<file path="src/gcr_map.svh">
// Purpose: register indices, bit positions and reset values of the global config bank
// Assumes: byte address on the bus is four times the register index
// Notes: definitions only
`ifndef GCR_MAP_SVH
`define GCR_MAP_SVH
`define GCR_IDX_SOFT_RESET 8'h02
`define GCR_IDX_LDN 8'h07
`define GCR_IDX_TYPE_A 8'h10
`define GCR_IDX_TYPE_B 8'h11
`define GCR_IDX_POL_HIGH 8'h13
`define GCR_IDX_POL_LOW 8'h14
`define GCR_IDX_PIN_FUNC 8'h1C
`define GCR_IDX_ID_HIGH 8'h20
`define GCR_IDX_ID_LOW 8'h21
`define GCR_IDX_POWER_DOWN 8'h22
`define GCR_IDX_ADDR_DEF 8'h24
`define GCR_IDX_TRISTATE 8'h25
`define GCR_IDX_GOPT_STRAP 8'h26
`define GCR_IDX_GOPT_STBY 8'h27
`define GCR_IDX_STRAP_RESULT 8'h2F
`define GCR_RST_ONES 8'hFF
`define GCR_RST_ZERO 8'h00
`define GCR_RST_PIN_FUNC 8'h10
`define GCR_BIT_SOFT_RESET 0
`define GCR_BIT_TYPE_SER_A 5
`define GCR_BIT_TYPE_SER_B 4
`define GCR_BIT_TYPE_WDT 6
`define GCR_BIT_TYPE_SER_C 5
`define GCR_BIT_TYPE_SER_D 4
`define GCR_BIT_TYPE_SMI 1
`define GCR_BIT_GATE 4
`define GCR_BIT_OPT_STRAP 6
`define GCR_BIT_PIN32_GPIO 4
`define GCR_BIT_PINS33_SER 3
`define GCR_BIT_PINS41_SER 2
`define GCR_BIT_PIN32_RSVD 2
`define GCR_BIT_PD_SER_B 5
`define GCR_BIT_PD_SER_A 4
`define GCR_BIT_PD_IMMEDIATE 1
`define GCR_BIT_PNP_DEFAULT 0
`define GCR_BIT_TRI_D 5
`define GCR_BIT_TRI_C 4
`define GCR_BIT_TRI_B 3
`define GCR_BIT_TRI_A 2
`define GCR_BIT_PORT80_STRAP 3
`endif

</file>
<file path="src/gcr_pkg.sv">
// Purpose: types shared by the global config bank and its users
// Assumes: classic Wishbone, 32-bit data, 8-bit byte address
// Notes: none
package gcr_pkg;
  typedef struct packed {
    logic cyc;
    logic stb;
    logic we;
    logic [3:0] sel;
    logic [7:0] adr;
    logic [31:0] dat;
  } gcr_wb_req_t;
  typedef enum logic [1:0] {gcr_pin32_clock, gcr_pin32_gpio, gcr_pin32_reserved} gcr_pin32_t;
  typedef enum logic [1:0] {gcr_pins33_gpio, gcr_pins33_serial_c, gcr_pins33_gpio_port80}
    gcr_pins33_t;
  typedef enum logic {gcr_pins41_gpio, gcr_pins41_serial_d} gcr_pins41_t;
  typedef struct packed {
    gcr_pin32_t pin32;
    gcr_pins33_t pins33_40;
    gcr_pins41_t pins41_48;
  } gcr_pin_mux_t;
  typedef struct packed {
    logic serial_a;
    logic serial_b;
    logic serial_c;
    logic serial_d;
    logic watchdog_timeout_irq;
    logic smi;
  } gcr_irq_level_t;
endpackage

</file>
<file path="src/gcr_top.sv">
// Purpose: chip-level configuration register bank on a classic Wishbone slave
// Assumes: two async active-low resets, bus well and standby well
// Notes: one-wait-state ack; unmapped indices read zero and ignore writes
`timescale 1ns/1ns
`include "gcr_map.svh"

// Operation
// - Writing one to bit 0 of the soft reset register pulses a chip soft reset.
// - Logical device number register, 8-bit read/write, resets to zero, selects a device.
// - First type register bit 5 sets serial A edge/level, bit 4 serial B.
// - Second type register: bit 6 watchdog, bits 5/4 serial C/D, bit 1 SMI.
// - Upper polarity register sets channels 15..8; one means active low.
// - Lower polarity register sets channels 7..0; one means active low.
// - Type and polarity registers are accessible only while global option bit 4 is set.
// - Type and polarity registers reset to all ones.
// - Pin 32 is clock input, gpio bit 67, or reserved from two selects.
// - Pins 33-40 gpio plus port80 when strapped, else gpio/serial C; 41-48 gpio/serial D.
// - Pin function register lives in standby well, reset value 10h.
// - Chip identification high byte is read only and unaffected by reset.
// - Chip identification low byte: fixed upper nibble, revision lower nibble.
// - Power-down bits 5/4 power serial B/A when set; register resets to ones.
// - Clearing power-down bit 1 puts the whole chip into power-down at once.
// - Address default bit 0 picks default address values or none.
// - Tristate bits 5..2 tristate serial D, C, B, A; register resets to zero.
// - Strapped global option resets to zero except bit 6 taken from a strap.
// - Standby global option lives in standby well and resets to zero.
// - Port80 strap result readable at strap result bit 3; routes port80 output.
module gcr_top #(
  parameter logic [7:0] CHIP_ID_HIGH = 8'hA5, // Arbitrary value
  parameter logic [3:0] CHIP_ID_LOW_FIXED = 4'h6, // Arbitrary value
  parameter logic [3:0] CHIP_REVISION = 4'h1 // Arbitrary value
) (
  input wire logic clock_i,
  input wire logic resetn_i,
  input wire logic standby_power_good_reset_n_i,
  input wire gcr_pkg::gcr_wb_req_t wb_req_i,
  output logic [31:0] wb_dat_o,
  output logic wb_ack_o,
  input wire logic global_option_strap_i,
  input wire logic port80_serial_out_strap_i,
  output logic soft_reset_o,
  output logic [7:0] logical_device_o,
  output gcr_pkg::gcr_irq_level_t irq_level_o,
  output logic [15:0] irq_polarity_low_o,
  output gcr_pkg::gcr_pin_mux_t pin_mux_o,
  output logic serial_a_power_on_o,
  output logic serial_b_power_on_o,
  output logic immediate_power_down_o,
  output logic pnp_default_select_o,
  output logic serial_a_tristate_o,
  output logic serial_b_tristate_o,
  output logic serial_c_tristate_o,
  output logic serial_d_tristate_o
);
  localparam int MAIN_N = 8;
  localparam int M_LDN = 0;
  localparam int M_TYPE_A = 1;
  localparam int M_TYPE_B = 2;
  localparam int M_POL_H = 3;
  localparam int M_POL_L = 4;
  localparam int M_PD = 5;
  localparam int M_ADDR = 6;
  localparam int M_TRI = 7;
  localparam logic [7:0] MAIN_IDX [MAIN_N] = '{
    `GCR_IDX_LDN, `GCR_IDX_TYPE_A, `GCR_IDX_TYPE_B, `GCR_IDX_POL_HIGH,
    `GCR_IDX_POL_LOW, `GCR_IDX_POWER_DOWN, `GCR_IDX_ADDR_DEF, `GCR_IDX_TRISTATE};
  localparam logic [7:0] MAIN_RST [MAIN_N] = '{
    `GCR_RST_ZERO, `GCR_RST_ONES, `GCR_RST_ONES, `GCR_RST_ONES,
    `GCR_RST_ONES, `GCR_RST_ONES, `GCR_RST_ZERO, `GCR_RST_ZERO};

  // Type and polarity registers sit behind the option gate
  function automatic logic is_gated(input logic [7:0] idx);
    is_gated = (idx == `GCR_IDX_TYPE_A) || (idx == `GCR_IDX_TYPE_B) ||
      (idx == `GCR_IDX_POL_HIGH) || (idx == `GCR_IDX_POL_LOW);
  endfunction

  function automatic logic access_ok(input logic [7:0] idx, input logic gate);
    access_ok = !is_gated(idx) || gate;
  endfunction

  logic ack_q;
  logic [31:0] dat_q;
  logic soft_reset_q;
  logic [7:0] main_q [MAIN_N];
  logic [7:0] gopt_strap_q;
  logic strap_taken_q;
  logic [7:0] pin_func_q;
  logic [7:0] gopt_stby_q;
  logic [7:0] strap_result_q;
  logic strap_sb_taken_q;

  wire req_live = wb_req_i.cyc && wb_req_i.stb;
  wire req_new = req_live && !ack_q;
  wire [7:0] acc_idx = {2'h0, wb_req_i.adr[7:2]};
  wire [7:0] wr_byte = wb_req_i.dat[7:0];
  // Writes land only on the edge where ack is seen high
  wire wr_fire = req_live && ack_q && wb_req_i.we && wb_req_i.sel[0];
  wire gate_on = gopt_strap_q[`GCR_BIT_GATE];
  wire acc_ok = access_ok(acc_idx, gate_on);
  wire wr_ok = wr_fire && acc_ok;

  always_ff @(posedge clock_i or negedge resetn_i)
  begin
    if (!resetn_i)
    begin
      ack_q <= 1'b0;
    end
    else
    begin
      ack_q <= req_new;
    end
  end

  wire [7:0] rd_acc [MAIN_N+1];
  assign rd_acc[0] = 8'h00;

  genvar g;
  generate
    for (g = 0; g < MAIN_N; g++)
    begin : g_main
      wire hit = wr_ok && (acc_idx == MAIN_IDX[g]);
      always_ff @(posedge clock_i or negedge resetn_i)
      begin
        if (!resetn_i)
        begin
          main_q[g] <= MAIN_RST[g];
        end
        else if (hit)
        begin
          main_q[g] <= wr_byte;
        end
      end
      assign rd_acc[g+1] = rd_acc[g] | ((acc_idx == MAIN_IDX[g]) ? main_q[g] : 8'h00);
    end
  endgenerate

  // Soft reset pulses for one cycle; the register itself reads zero
  wire soft_hit = wr_fire && (acc_idx == `GCR_IDX_SOFT_RESET);
  always_ff @(posedge clock_i or negedge resetn_i)
  begin
    if (!resetn_i)
    begin
      soft_reset_q <= 1'b0;
    end
    else
    begin
      soft_reset_q <= soft_hit && wr_byte[`GCR_BIT_SOFT_RESET];
    end
  end

  // Strap is sampled on the first edge after release, never under reset
  wire gopt_hit = wr_fire && (acc_idx == `GCR_IDX_GOPT_STRAP);
  always_ff @(posedge clock_i or negedge resetn_i)
  begin
    if (!resetn_i)
    begin
      gopt_strap_q <= `GCR_RST_ZERO;
      strap_taken_q <= 1'b0;
    end
    else if (gopt_hit)
    begin
      gopt_strap_q <= wr_byte;
      strap_taken_q <= 1'b1;
    end
    else if (!strap_taken_q)
    begin
      gopt_strap_q[`GCR_BIT_OPT_STRAP] <= global_option_strap_i;
      strap_taken_q <= 1'b1;
    end
  end

  // Standby well: bus reset leaves these alone
  wire pf_hit = wr_fire && (acc_idx == `GCR_IDX_PIN_FUNC);
  wire gs_hit = wr_fire && (acc_idx == `GCR_IDX_GOPT_STBY);
  wire sr_hit = wr_fire && (acc_idx == `GCR_IDX_STRAP_RESULT);
  always_ff @(posedge clock_i or negedge standby_power_good_reset_n_i)
  begin
    if (!standby_power_good_reset_n_i)
    begin
      pin_func_q <= `GCR_RST_PIN_FUNC;
      gopt_stby_q <= `GCR_RST_ZERO;
    end
    else
    begin
      if (pf_hit)
      begin
        pin_func_q <= wr_byte;
      end
      if (gs_hit)
      begin
        gopt_stby_q <= wr_byte;
      end
    end
  end

  always_ff @(posedge clock_i or negedge standby_power_good_reset_n_i)
  begin
    if (!standby_power_good_reset_n_i)
    begin
      strap_result_q <= `GCR_RST_ZERO;
      strap_sb_taken_q <= 1'b0;
    end
    else if (sr_hit)
    begin
      strap_result_q <= wr_byte;
      strap_sb_taken_q <= 1'b1;
    end
    else if (!strap_sb_taken_q)
    begin
      strap_result_q[`GCR_BIT_PORT80_STRAP] <= port80_serial_out_strap_i;
      strap_sb_taken_q <= 1'b1;
    end
  end

  wire [7:0] id_low = {CHIP_ID_LOW_FIXED, CHIP_REVISION};
  wire [7:0] rd_misc =
    (acc_idx == `GCR_IDX_PIN_FUNC) ? pin_func_q :
    (acc_idx == `GCR_IDX_ID_HIGH) ? CHIP_ID_HIGH :
    (acc_idx == `GCR_IDX_ID_LOW) ? id_low :
    (acc_idx == `GCR_IDX_GOPT_STRAP) ? gopt_strap_q :
    (acc_idx == `GCR_IDX_GOPT_STBY) ? gopt_stby_q :
    (acc_idx == `GCR_IDX_STRAP_RESULT) ? strap_result_q : 8'h00;
  // Gated registers read zero while closed
  wire [7:0] rd_value = acc_ok ? (rd_acc[MAIN_N] | rd_misc) : 8'h00;

  always_ff @(posedge clock_i or negedge resetn_i)
  begin
    if (!resetn_i)
    begin
      dat_q <= 32'h00000000;
    end
    else if (req_new && !wb_req_i.we)
    begin
      dat_q <= {24'h000000, rd_value};
    end
  end

  assign wb_ack_o = ack_q;
  assign wb_dat_o = dat_q;
  assign soft_reset_o = soft_reset_q;
  assign logical_device_o = main_q[M_LDN];

  assign irq_level_o.serial_a = main_q[M_TYPE_A][`GCR_BIT_TYPE_SER_A];
  assign irq_level_o.serial_b = main_q[M_TYPE_A][`GCR_BIT_TYPE_SER_B];
  assign irq_level_o.watchdog_timeout_irq = main_q[M_TYPE_B][`GCR_BIT_TYPE_WDT];
  assign irq_level_o.serial_c = main_q[M_TYPE_B][`GCR_BIT_TYPE_SER_C];
  assign irq_level_o.serial_d = main_q[M_TYPE_B][`GCR_BIT_TYPE_SER_D];
  assign irq_level_o.smi = main_q[M_TYPE_B][`GCR_BIT_TYPE_SMI];
  assign irq_polarity_low_o = {main_q[M_POL_H], main_q[M_POL_L]};

  // Pin 32: standby select overrides the pin function bit
  assign pin_mux_o.pin32 = gopt_stby_q[`GCR_BIT_PIN32_RSVD] ? gcr_pkg::gcr_pin32_reserved :
    pin_func_q[`GCR_BIT_PIN32_GPIO] ? gcr_pkg::gcr_pin32_gpio :
    gcr_pkg::gcr_pin32_clock;
  assign pin_mux_o.pins33_40 =
    strap_result_q[`GCR_BIT_PORT80_STRAP] ? gcr_pkg::gcr_pins33_gpio_port80 :
    pin_func_q[`GCR_BIT_PINS33_SER] ? gcr_pkg::gcr_pins33_serial_c :
    gcr_pkg::gcr_pins33_gpio;
  assign pin_mux_o.pins41_48 = pin_func_q[`GCR_BIT_PINS41_SER] ?
    gcr_pkg::gcr_pins41_serial_d : gcr_pkg::gcr_pins41_gpio;

  assign serial_a_power_on_o = main_q[M_PD][`GCR_BIT_PD_SER_A];
  assign serial_b_power_on_o = main_q[M_PD][`GCR_BIT_PD_SER_B];
  assign immediate_power_down_o = !main_q[M_PD][`GCR_BIT_PD_IMMEDIATE];
  assign pnp_default_select_o = main_q[M_ADDR][`GCR_BIT_PNP_DEFAULT];
  assign serial_a_tristate_o = main_q[M_TRI][`GCR_BIT_TRI_A];
  assign serial_b_tristate_o = main_q[M_TRI][`GCR_BIT_TRI_B];
  assign serial_c_tristate_o = main_q[M_TRI][`GCR_BIT_TRI_C];
  assign serial_d_tristate_o = main_q[M_TRI][`GCR_BIT_TRI_D];
endmodule

</file>
<file path="config.mk">
export PLATFORM = sky130hd
export DESIGN_NAME = gcr_top
export DESIGN_NICKNAME = d
export VERILOG_FILES = /design/src/gcr_pkg.sv /design/src/gcr_top.sv
export VERILOG_INCLUDE_DIRS = /design/src /design/src/src
export SDC_FILE = /design/constraint.sdc
export NUM_CORES = 1
export LEC_CHECK = 0
export ABC_CLOCK_PERIOD_IN_PS = 2029
export BUFFER_PORTS_ARGS = -buffer_cell sky130_fd_sc_hd__buf_2
export CAP_MARGIN = 40
export CORE_UTILIZATION = 35
export CTS_BUF_LIST = sky130_fd_sc_hd__clkbuf_4 sky130_fd_sc_hd__clkbuf_8
export DETAILED_ROUTE_END_ITERATION = 10
export GPL_ROUTABILITY_DRIVEN = 0
export GPL_TIMING_DRIVEN = 0
export SLEW_MARGIN = 20
export SYNTH_ARGS = -nofsm -noshare
export SYNTH_HDL_FRONTEND = slang
export SYNTH_SLANG_ARGS = --single-unit
</file>
<file path="constraint.sdc">
create_clock -name clock_i -period 2.03 [get_ports clock_i]
set_input_delay 0.1015 -clock clock_i [delete_from_list [all_inputs] [get_ports clock_i]]
set_output_delay 0.1015 -clock clock_i [all_outputs]
set_load 0.02 [all_outputs]
</file>
==> impl_metrics.json, run 1 <==
{
  "clock.fmax_ghz": 0.5173,
  "switching_share_pct": 24.14,
  "cts.sinks": 108,
  "cts_htree_levels": 3,
  "cts_buffer_depth": 2,
  "power.share.clock_pct": 35.1,
  "synth-edff-count": 0,
  "first_global_vias": 3963,
  "synth.area.top_cells": "dfrtp_1 (31%), dfstp_2 (20%), mux2_2 (17%), buf_4 (7.9%), a22oi_1 (2.8%)",
  "dpl.hpwl_um": 10340,
  "synth_warnings": 0,
  "slew_headroom_pct": 41.33,
  "p_comb_share_pct": 8.4,
  "multiInputGateArea_sq_um": 2252,
  "violations": "design-rule violations",
  "ys_types": 55,
  "num-nets-final": 597,
  "die_w_um": 126.4,
  "grt_pass1_wl_um": 22270,
  "required_ns": 2.30,
  "cts_setup_buffers": 0,
  "portBuffers": 74,
  "cts_tree": "done",
  "p_sw_mw": 0.9378,
  "rows": 45,
  "drt_iter0_drc": 340,
  "start_util_pct": 35.77,
  "status": "finished with violations",
  "criticalPathCategory": "reg -> reg",
  "critPathArrivalTime_ns": 2.20,
  "drive_gt1_share_pct": 55.45,
  "synth_cells": 421,
  "seqPwrFrac_pct": 56.5,
  "cts-buffers-inserted": 9,
  "drt-met1-wl_um": 6222,
  "power_leakage_nw": 3.202,
  "viasPerCell": 5.207,
  "period_needed_ns": 1.933,
  "die_area_sq_um": 15980,
  "cp-start-kind": "flop",
  "pin_count": 129,
  "end_kind": "flop",
  "yosys.area.top_type_share_pct": 30.95,
  "powerDensity_nw_per_um2": 596.3,
  "synth_largest_area_cell": "dfrtp_1",
  "mostFrequentLayoutCell": "mux2_2",
  "route.met3.wl_um": 886,
  "drt-wirelength-per-cell_um": 19.36,
  "grt_overflow": 0,
  "rsz0062_at_grt": "no",
  "setup_violations": 0,
  "tightest_slew_ns": 0.8735,
  "top_layer": "met4",
  "ant_nets": 0,
  "slew_viol_final": 0,
  "die_y_um": 126.4,
  "syn_area_sq_um": 5418,
  "async_flop_share_pct": 100.0,
  "mostFrequentLayoutCells": "mux2_2 (84), buf_2 (77), dfrtp_1 (67)",
  "ys_ff_latch": 108,
  "power_mw": 3.884,
  "first_pass_iters": 8,
  "wl_met2_um": 6838,
  "postRouteWirelength_um": 14290,
  "hold_violations": 0,
  "peakVddDrop_mv": 0.3794,
  "clkLatencyLatePin_ns": 0.38,
  "num-fill-cells": 1397,
  "ys.flop_type": "dfrtp_1",
  "clk_pin_slew_worst_paths_ns": 0.10,
  "min_path_type": "in -> reg",
  "drcViolationCount": 2,
  "seq_area_sq_um": 2754,
  "grt_use_total_pct": 18.77,
  "maxCapViolations": 0,
  "synth.yosys.seq_area_share_pct": 50.83,
  "fin_util_pct": 43.01,
  "synth.avg_cell_area_sq_um": 12.87,
  "core_sq_um": 15150,
  "power.internal_mw": 2.946,
  "syn2layout_area_growth_pct": 20.23,
  "root_buffer": "clkbuf_8",
  "antenna_cells": 0,
  "routed-via-count": 3843,
  "antenna_found_initial": 0,
  "critPathMaxFanout": 8,
  "grt_max_degree": 51,
  "clock_skew_ns": 0.01143,
  "period_share_pct": 95.23
}
[worst paths after layout]
kind | from | to | slack, ns | cells after the start
worst max-delay path | wb_ack_o$_DFF_PN0_ | logical_device_o[3]$_DFFE_PN0P_ | 0.1 | 6
worst min-delay path | global_option_strap_i | gopt_strap_q[6]$_DFFE_PN0P_ | 0.04 | 3
worst max register to register | wb_ack_o$_DFF_PN0_ | logical_device_o[3]$_DFFE_PN0P_ | 0.1 | 6
worst min register to register | wb_ack_o$_DFF_PN0_ | wb_ack_o$_DFF_PN0_ | 0.48 | 1
max in group asynchronous | resetn_i | serial_a_power_on_o$_DFFE_PN1P_ | 1.15 | 3
min in group asynchronous | resetn_i | logical_device_o[1]$_DFFE_PN0P_ | 0.21 | 2
[metal layers]
metal,GRT usage [%],vias to the layer above
met5,0,-
met4,6.945,0
met3,4.344,26
met2,30.65,154
met1,24.31,1937
li1,-,1726
[final cells by class]
cell class                      instances  area share [%]
Sequential cell                       108           42.28
Multi-Input combinational cell        260           34.58
Timing Repair Buffer                   89           8.337
Buffer                                 75           7.952
Tap cell                              188           3.611
Clock buffer                           13           2.459
Clock inverter                          3          0.6723
Inverter                                2          0.1153
[repair_timing]
action / 4_1_cts / 5_1_grt
endpoints found under the setup margin: 0 / 19
hold endpoints to repair: 73 / 0
hold buffers: 12 / 0
gates resized for setup: 0 / 2
[cell usage after synthesis, drive strengths merged, types with 2 or more instances]
| cell type | count |
|---|---|
| mux2i | 3 |
| dfrtp | 67 |
| nand2b | 3 |
| a222oi | 7 |
| a2bb2oi | 4 |
| nand2 | 26 |
| o22ai | 3 |
| clkbuf | 12 |
| a221oi | 7 |
| o21ai | 2 |
| nand4 | 4 |
| mux2 | 94 |
| nor2b | 4 |
| a22o | 3 |
| conb | 2 |
| a31oi | 2 |
| nand3 | 6 |
| nor3 | 5 |
| nor3b | 2 |
| a22oi | 20 |
| and4 | 2 |
| and3 | 2 |
| nor4 | 2 |
| a21oi | 6 |
| nor2 | 12 |
| or4b | 3 |
| dfstp | 41 |
| nor4b | 2 |
| inv | 2 |
| buf | 63 |
[through the flow]
step | hold WS (ns) | area (sq um) | setup WS, ns | cells | setup TNS, ns
6_report | 0.04123 | 6514 | 0.09683 | 738 | 0
5_1_grt | 0.04545 | 6514 | 0.03699 | 738 | 0
4_1_cts | 0.02634 | 6507 | 0.008899 | 738 | 0
3_5_place_dp | 0.08858 | 6183 | -0.07737 | 710 | -2.067
3_3_place_gp | 0.1189 | 6113 | -0.3828 | 707 | -10.42
2_1_floorplan | -0.1941 | 5508 | 0.1783 | 445 | 0
[power groups by stage]
| stage | clock, mW | sequential, mW | combinational [mW] |
|---|---|---|---|
| floorplan | 0 | 2.23 | 0.176 |
| global placement | 0 | 2.23 | 0.291 |
| detailed placement | 0 | 2.23 | 0.308 |
| CTS | 1.41 | 2.20 | 0.326 |
| global route | 1.49 | 2.20 | 0.356 |
| finish | 1.36 | 2.20 | 0.326 |
[cells by family after synthesis]
family	count (synthesis)	share of synthesized area [%]
flip-flops	108	50.83
AND/OR/NAND/NOR	77	10.35
AO/OA/AOI/OAI	60	8.891
multiplexers	97	20.09
buffers and inverters	77	9.700
other	2	0.1386
[sequential cells by signal, summed over array words and instances, names as in the netlist]
register	cells
strap_taken_q	1
pnp_default_select_o	1
wb_ack_o	1
main_q	27
irq_polarity_low_o	16
serial_a_power_on_o	1
logical_device_o	8
irq_level_o	6
serial_b_power_on_o	1
strap_sb_taken_q	1
gopt_stby_q	8
serial_c_tristate_o	1
pin_func_q	8
gopt_strap_q	8
soft_reset_o	1
serial_a_tristate_o	1
serial_d_tristate_o	1
wb_dat_o	8
serial_b_tristate_o	1
strap_result_q	8
[worst max-delay path, cell delays in order (launching register included)]
cell and delay [ns]:
dfrtp_1 0.39, nand3_1 0.09, nor2_2 0.26, a21boi_2 0.31
buf_12 0.22, nand2_4 0.15, mux2_1 0.39
Power figures use the tool's default switching activity.
==> run 2, diff against run 1 <==
--- a/config.mk
+++ b/config.mk
@@ -9,6 +9,7 @@
 export ABC_CLOCK_PERIOD_IN_PS = 2029
 export BUFFER_PORTS_ARGS = -buffer_cell sky130_fd_sc_hd__buf_2
 export CAP_MARGIN = 40
+export CORE_ASPECT_RATIO = 1.75
 export CORE_UTILIZATION = 35
 export CTS_BUF_LIST = sky130_fd_sc_hd__clkbuf_4 sky130_fd_sc_hd__clkbuf_8
 export DETAILED_ROUTE_END_ITERATION = 10
==> impl_metrics.json, run 2 (synthesis gave the netlist of run 1 again) <==
{
  "grt_max_degree": 46,
  "placed_area_sq_um": 6185,
  "slew_headroom_pct": 51.73,
  "min_path_type": "in -> reg",
  "grt_pass1_wl_um": 23210,
  "antenna_cells": 0,
  "drt_iter0_drc": 206,
  "slew_viol_final": 0,
  "power_leakage_nw": 3.174,
  "clock.fmax_ghz": 0.5297,
  "criticalPathCategory": "reg -> reg",
  "met2_usage_pct": 33.46,
  "num-nets-final": 594,
  "rsz0062_at_grt": "no",
  "first_global_vias": 4051,
  "ant_nets": 0,
  "tightest_slew_ns": 0.7241,
  "end_kind": "flop",
  "top_register": "main_q",
  "critPathArrivalTime_ns": 2.19,
  "syn2layout_area_growth_pct": 18.82,
  "drt-wirelength-per-cell_um": 20.47,
  "dpl.hpwl_um": 11030,
  "gr-max-usage-layer": "met2",
  "cts_tree": "done",
  "viasPerCell": 5.221,
  "period_needed_ns": 1.888,
  "use_met3_pct": 2.694,
  "tns_ns": 0,
  "status": "completed",
  "pin_count": 129,
  "fin_area_sq_um": 6437,
  "cts_htree_levels": 3,
  "drive_gt1_share_pct": 55.94,
  "mostFrequentLayoutCell": "mux2_2",
  "clock_skew_ns": 0.01359,
  "antenna_found_initial": 0,
  "rows": 59,
  "root_buffer": "clkbuf_8",
  "routed-via-count": 3811,
  "period_share_pct": 93.00,
  "maxCapViolations": 0,
  "clk_pin_slew_worst_paths_ns": 0.10,
  "portBuffers": 74,
  "drcViolationCount": 0,
  "met1_usage_pct": 22.47,
  "die_area_sq_um": 16000,
  "postRouteWirelength_um": 14950,
  "peakVddDrop_mv": 0.2663,
  "mostFrequentLayoutCells": "mux2_2 (84), buf_2 (78), dfrtp_1 (67)",
  "grt_use_total_pct": 19.91,
  "powerDensity_nw_per_um2": 581.6,
  "core_sq_um": 14990,
  "first_pass_iters": 6,
  "start_util_pct": 36.15,
  "cts_buffer_depth": 2,
  "die_w_um": 96.05,
  "critPathMaxFanout": 10,
  "largest_reg_flops": 27,
  "setup_violations": 0,
  "required_ns": 2.33,
  "hold_violations": 0,
  "grt_overflow": 0,
  "cts.sinks": 108,
  "clkLatencyLatePin_ns": 0.36,
  "cp-start-kind": "flop",
  "cts-buffers-inserted": 9,
  "die_y_um": 166.6
}
## run 2: metal layers
metal / vias to the layer above / routed length, um / share of wire, %
met3: 37 / 572 / 3.8
met2: 126 / 7793 / 52
met1: 1942 / 5555 / 37
li1: 1706 / - / -
met5: - / 0 / 0
met4: 0 / 1022 / 6.8
## run 2: timing repair
item,4_1_cts,5_1_grt
buffers inserted,0,0
hold buffers,7,0
hold endpoints to repair,46,0
resized for setup,0,1
endpoints found under the setup margin,0,10
## run 2: through the flow
| stage | setup WS, ns | hold WS (ns) | std cells | util [%] | power [mW] |
|---|---|---|---|---|---|
| 2_1_floorplan | 0.1783 | -0.1941 | 445 | - | 2.408 |
| 3_3_place_gp | -0.5700 | 0.1301 | 702 | 40.75 | 2.529 |
| 3_5_place_dp | -0.1482 | 0.1249 | 707 | 41.27 | 2.546 |
| 4_1_cts | 0.04389 | 0.001396 | 730 | 42.94 | 3.785 |
| 5_1_grt | 0.07349 | 0.006259 | 730 | 42.96 | 3.904 |
| 6_report | 0.1421 | 0.01924 | 730 | 42.96 | 3.744 |
## run 2: layout make-up
type / instances / area [sq um]
clock inverters: 2 / 12.51
inverters: 2 / 7.507
multi-input cells: 260 / 2240
plain buffers: 75 / 518.0
clock buffers: 14 / 167.7
flip-flops and latches: 108 / 2754
repair buffers: 86 / 509.2
fillers: 1422 / 8548
well taps: 183 / 229.0
## run 2: worst paths after layout
| check | startpoint | to | slack, ns | depth (start not counted) |
|---|---|---|---|---|
| max | wb_ack_o$_DFF_PN0_ | wb_dat_o[4]$_DFFE_PN0P_ | 0.14 | 5 |
| min | wb_req_i[46] | wb_ack_o$_DFF_PN0_ | 0.02 | 3 |
| max reg2reg | wb_ack_o$_DFF_PN0_ | wb_dat_o[4]$_DFFE_PN0P_ | 0.14 | 5 |
| min reg2reg | wb_ack_o$_DFF_PN0_ | wb_ack_o$_DFF_PN0_ | 0.47 | 1 |
| max in group asynchronous | resetn_i | irq_polarity_low_o[0]$_DFFE_PN1P_ | 1.09 | 3 |
| min in group asynchronous | resetn_i | logical_device_o[2]$_DFFE_PN0P_ | 0.25 | 2 |
## run 2: where the power goes
group | internal (mW) | total, mW | switching (mW) | leakage (nW)
Clock | 0.535 | 1.23 | 0.693 | 0.0944
Combinational | 0.112 | 0.321 | 0.210 | 1.73
Sequential | 2.18 | 2.19 | 0.0153 | 1.35
Total | 2.83 | 3.74 | 0.918 | 3.17
## run 2: critical path: stages (launching register included)
cell and delay [ns]:
dfrtp_1 0.41, or3_1 0.46, clkbuf_1 0.28, a21oi_1 0.39, a32oi_1 0.17, o21ai_1 0.10
==> run 3, diff against run 2 <==
--- a/config.mk
+++ b/config.mk
@@ -15,6 +15,7 @@
 export DETAILED_ROUTE_END_ITERATION = 10
 export GPL_ROUTABILITY_DRIVEN = 0
 export GPL_TIMING_DRIVEN = 0
+export REMOVE_ABC_BUFFERS = 1
 export SLEW_MARGIN = 20
 export SYNTH_ARGS = -nofsm -noshare
 export SYNTH_HDL_FRONTEND = slang
==> impl_metrics.json, run 3 (synthesis gave the netlist of run 1 again) <==
{
  "clock.fmax_ghz": 0.5205,
  "die_area_sq_um": 16000,
  "tns_ns": 0,
  "antenna_cells": 0,
  "maxCapViolations": 0,
  "first_global_vias": 3698,
  "drt-wirelength-per-cell_um": 21.42,
  "num-nets-final": 518,
  "hold_depth": 3,
  "stdcell_count": 654,
  "holdWs_ns": 0.01715,
  "slowest_delay_ns": 0.39,
  "top_register": "main_q",
  "tightest_slew_ns": 0.7705,
  "clock_skew_ns": 0.01116,
  "cts-buffers-inserted": 9,
  "clk_pin_slew_worst_paths_ns": 0.10,
  "regToRegStartpoint": "wb_ack_o$_DFF_PN0_",
  "antenna_found_initial": 0,
  "powerDensity_nw_per_um2": 639.4,
  "cp-start-kind": "flop",
  "cpLargestDelayFamily": "simple AND/OR/NAND/NOR gates",
  "cts_tree": "done",
  "hold_violations": 0,
  "largest_reg_flops": 27,
  "critPathMaxFanout": 8,
  "cts.sinks": 108,
  "min_from": "port80_serial_out_strap_i",
  "criticalPathCategory": "reg -> reg",
  "period_share_pct": 94.63,
  "cts_htree_levels": 3,
  "start_util_pct": 36.15,
  "rsz0062_at_grt": "no",
  "ff2ff_setup_slack_ns": 0.11,
  "status": "completed",
  "required_ns": 2.29,
  "power_leakage_nw": 2.834,
  "die_w_um": 96.05,
  "drt_iter0_drc": 263,
  "slew_headroom_pct": 48.25,
  "fin_util_pct": 39.64,
  "num-fill-cells": 1446,
  "grt_pass1_wl_um": 21870,
  "placed_cells": 631,
  "cts_buffer_depth": 2,
  "portBuffers": 75,
  "setup_violations": 0,
  "period_needed_ns": 1.921,
  "min_path_type": "in -> reg",
  "postRouteWirelength_um": 14010,
  "r2r_cells": 6,
  "viasPerCell": 5.398,
  "core_sq_um": 14990,
  "rows": 59,
  "mostFrequentLayoutCell": "mux2_2",
  "min_to": "strap_result_q[3]$_DFFE_PN0P_",
  "critPathBufInv": 1,
  "clkLatencyLatePin_ns": 0.38,
  "first_pass_iters": 5,
  "slew_viol_final": 0,
  "grt_overflow": 0,
  "end_kind": "flop",
  "root_buffer": "clkbuf_8",
  "critPathArrivalTime_ns": 2.18,
  "crit_slowest_cell": "dfrtp_1",
  "syn2layout_area_growth_pct": 9.654,
  "drive_gt1_share_pct": 52.02,
  "regToRegEndpoint": "logical_device_o[0]$_DFFE_PN0P_",
  "mostFrequentLayoutCells": "mux2_2 (84), buf_2 (75), dfrtp_1 (67)",
  "power_mw": 3.799,
  "grt_max_degree": 45,
  "drcViolationCount": 0,
  "grt_use_total_pct": 18.83,
  "peakVddDrop_mv": 0.2983,
  "dpl.hpwl_um": 10440,
  "routed-via-count": 3530,
  "ant_nets": 0,
  "die_y_um": 166.6,
  "crit_chain": "nand3_1, nor2_1, a21boi_4, buf_12, nand2_4, mux2_1",
  "pin_count": 129
}
-- run 3: cell count changes in the layout (fill, tap and decap cells not counted), sizes merged --
cell,before,now
buf,142,81
clkbuf,26,11
clkinv,1,4
dlygate4sd3,7,4
bufinv,0,1
clkinvlp,1,0
-- run 3: worst reg2reg max path: stages (launching register included) --
cell	delay, ns
dfrtp_1	0.39
nand3_1	0.09
nor2_1	0.35
a21boi_4	0.28
buf_12	0.18
nand2_4	0.14
mux2_1	0.38
-- run 3: cell type report --
class,count,area (sq um),share of cell area (%)
clock buffers,11,151.4,2.548
clock inverters,5,50.05,0.8425
inverters,2,7.507,0.1264
multi-input cells,260,2247,37.83
flip-flops and latches,108,2754,46.36
well taps,183,229.0,3.854
repair buffers,85,501.7,8.446
-- run 3: worst max path at each step --
stage / start / to / slack [ns] / depth (start not counted)
2_1_floorplan: wb_ack_o$_DFF_PN0_ / logical_device_o[0]$_DFFE_PN0P_ / -0.36 / 5
5_1_grt: wb_ack_o$_DFF_PN0_ / logical_device_o[0]$_DFFE_PN0P_ / 0.02 / 6
3_3_place_gp: wb_req_i[38] / logical_device_o[3]$_DFFE_PN0P_ / -0.66 / 6
4_1_cts: wb_ack_o$_DFF_PN0_ / logical_device_o[0]$_DFFE_PN0P_ / 0.14 / 6
6_report: wb_ack_o$_DFF_PN0_ / logical_device_o[0]$_DFFE_PN0P_ / 0.11 / 6
3_5_place_dp: wb_req_i[38] / logical_device_o[3]$_DFFE_PN0P_ / -0.33 / 6
-- run 3: where the power goes --
group	total (mW)	internal (mW)	switching, mW
Sequential	2.20	2.18	0.0163
Clock	1.34	0.630	0.713
Combinational	0.260	0.0632	0.197
Total	3.80	2.87	0.926
-- run 3: per-layer routing --
metal	part of all wire, %	global-route usage [%]
met3	4.2	3.288
met2	54	32.78
met1	38	21.42
met4	4.6	9.539
met5	0	0
-- run 3: repair_timing --
action,CTS,global route
setup buffers,3,0
resized for setup,0,0
hold buffers,4,0
endpoints found under the setup margin,64,0
endpoints found under the hold margin,49,0
-- run 3: per-stage QoR --
step / setup slack [ns] / area, sq um
floorplan: -0.3586 / 4990
global placement: -0.6617 / 5594
detailed placement: -0.3333 / 5652
CTS: 0.1355 / 5941
global route: 0.02323 / 5941
finish: 0.1089 / 5941
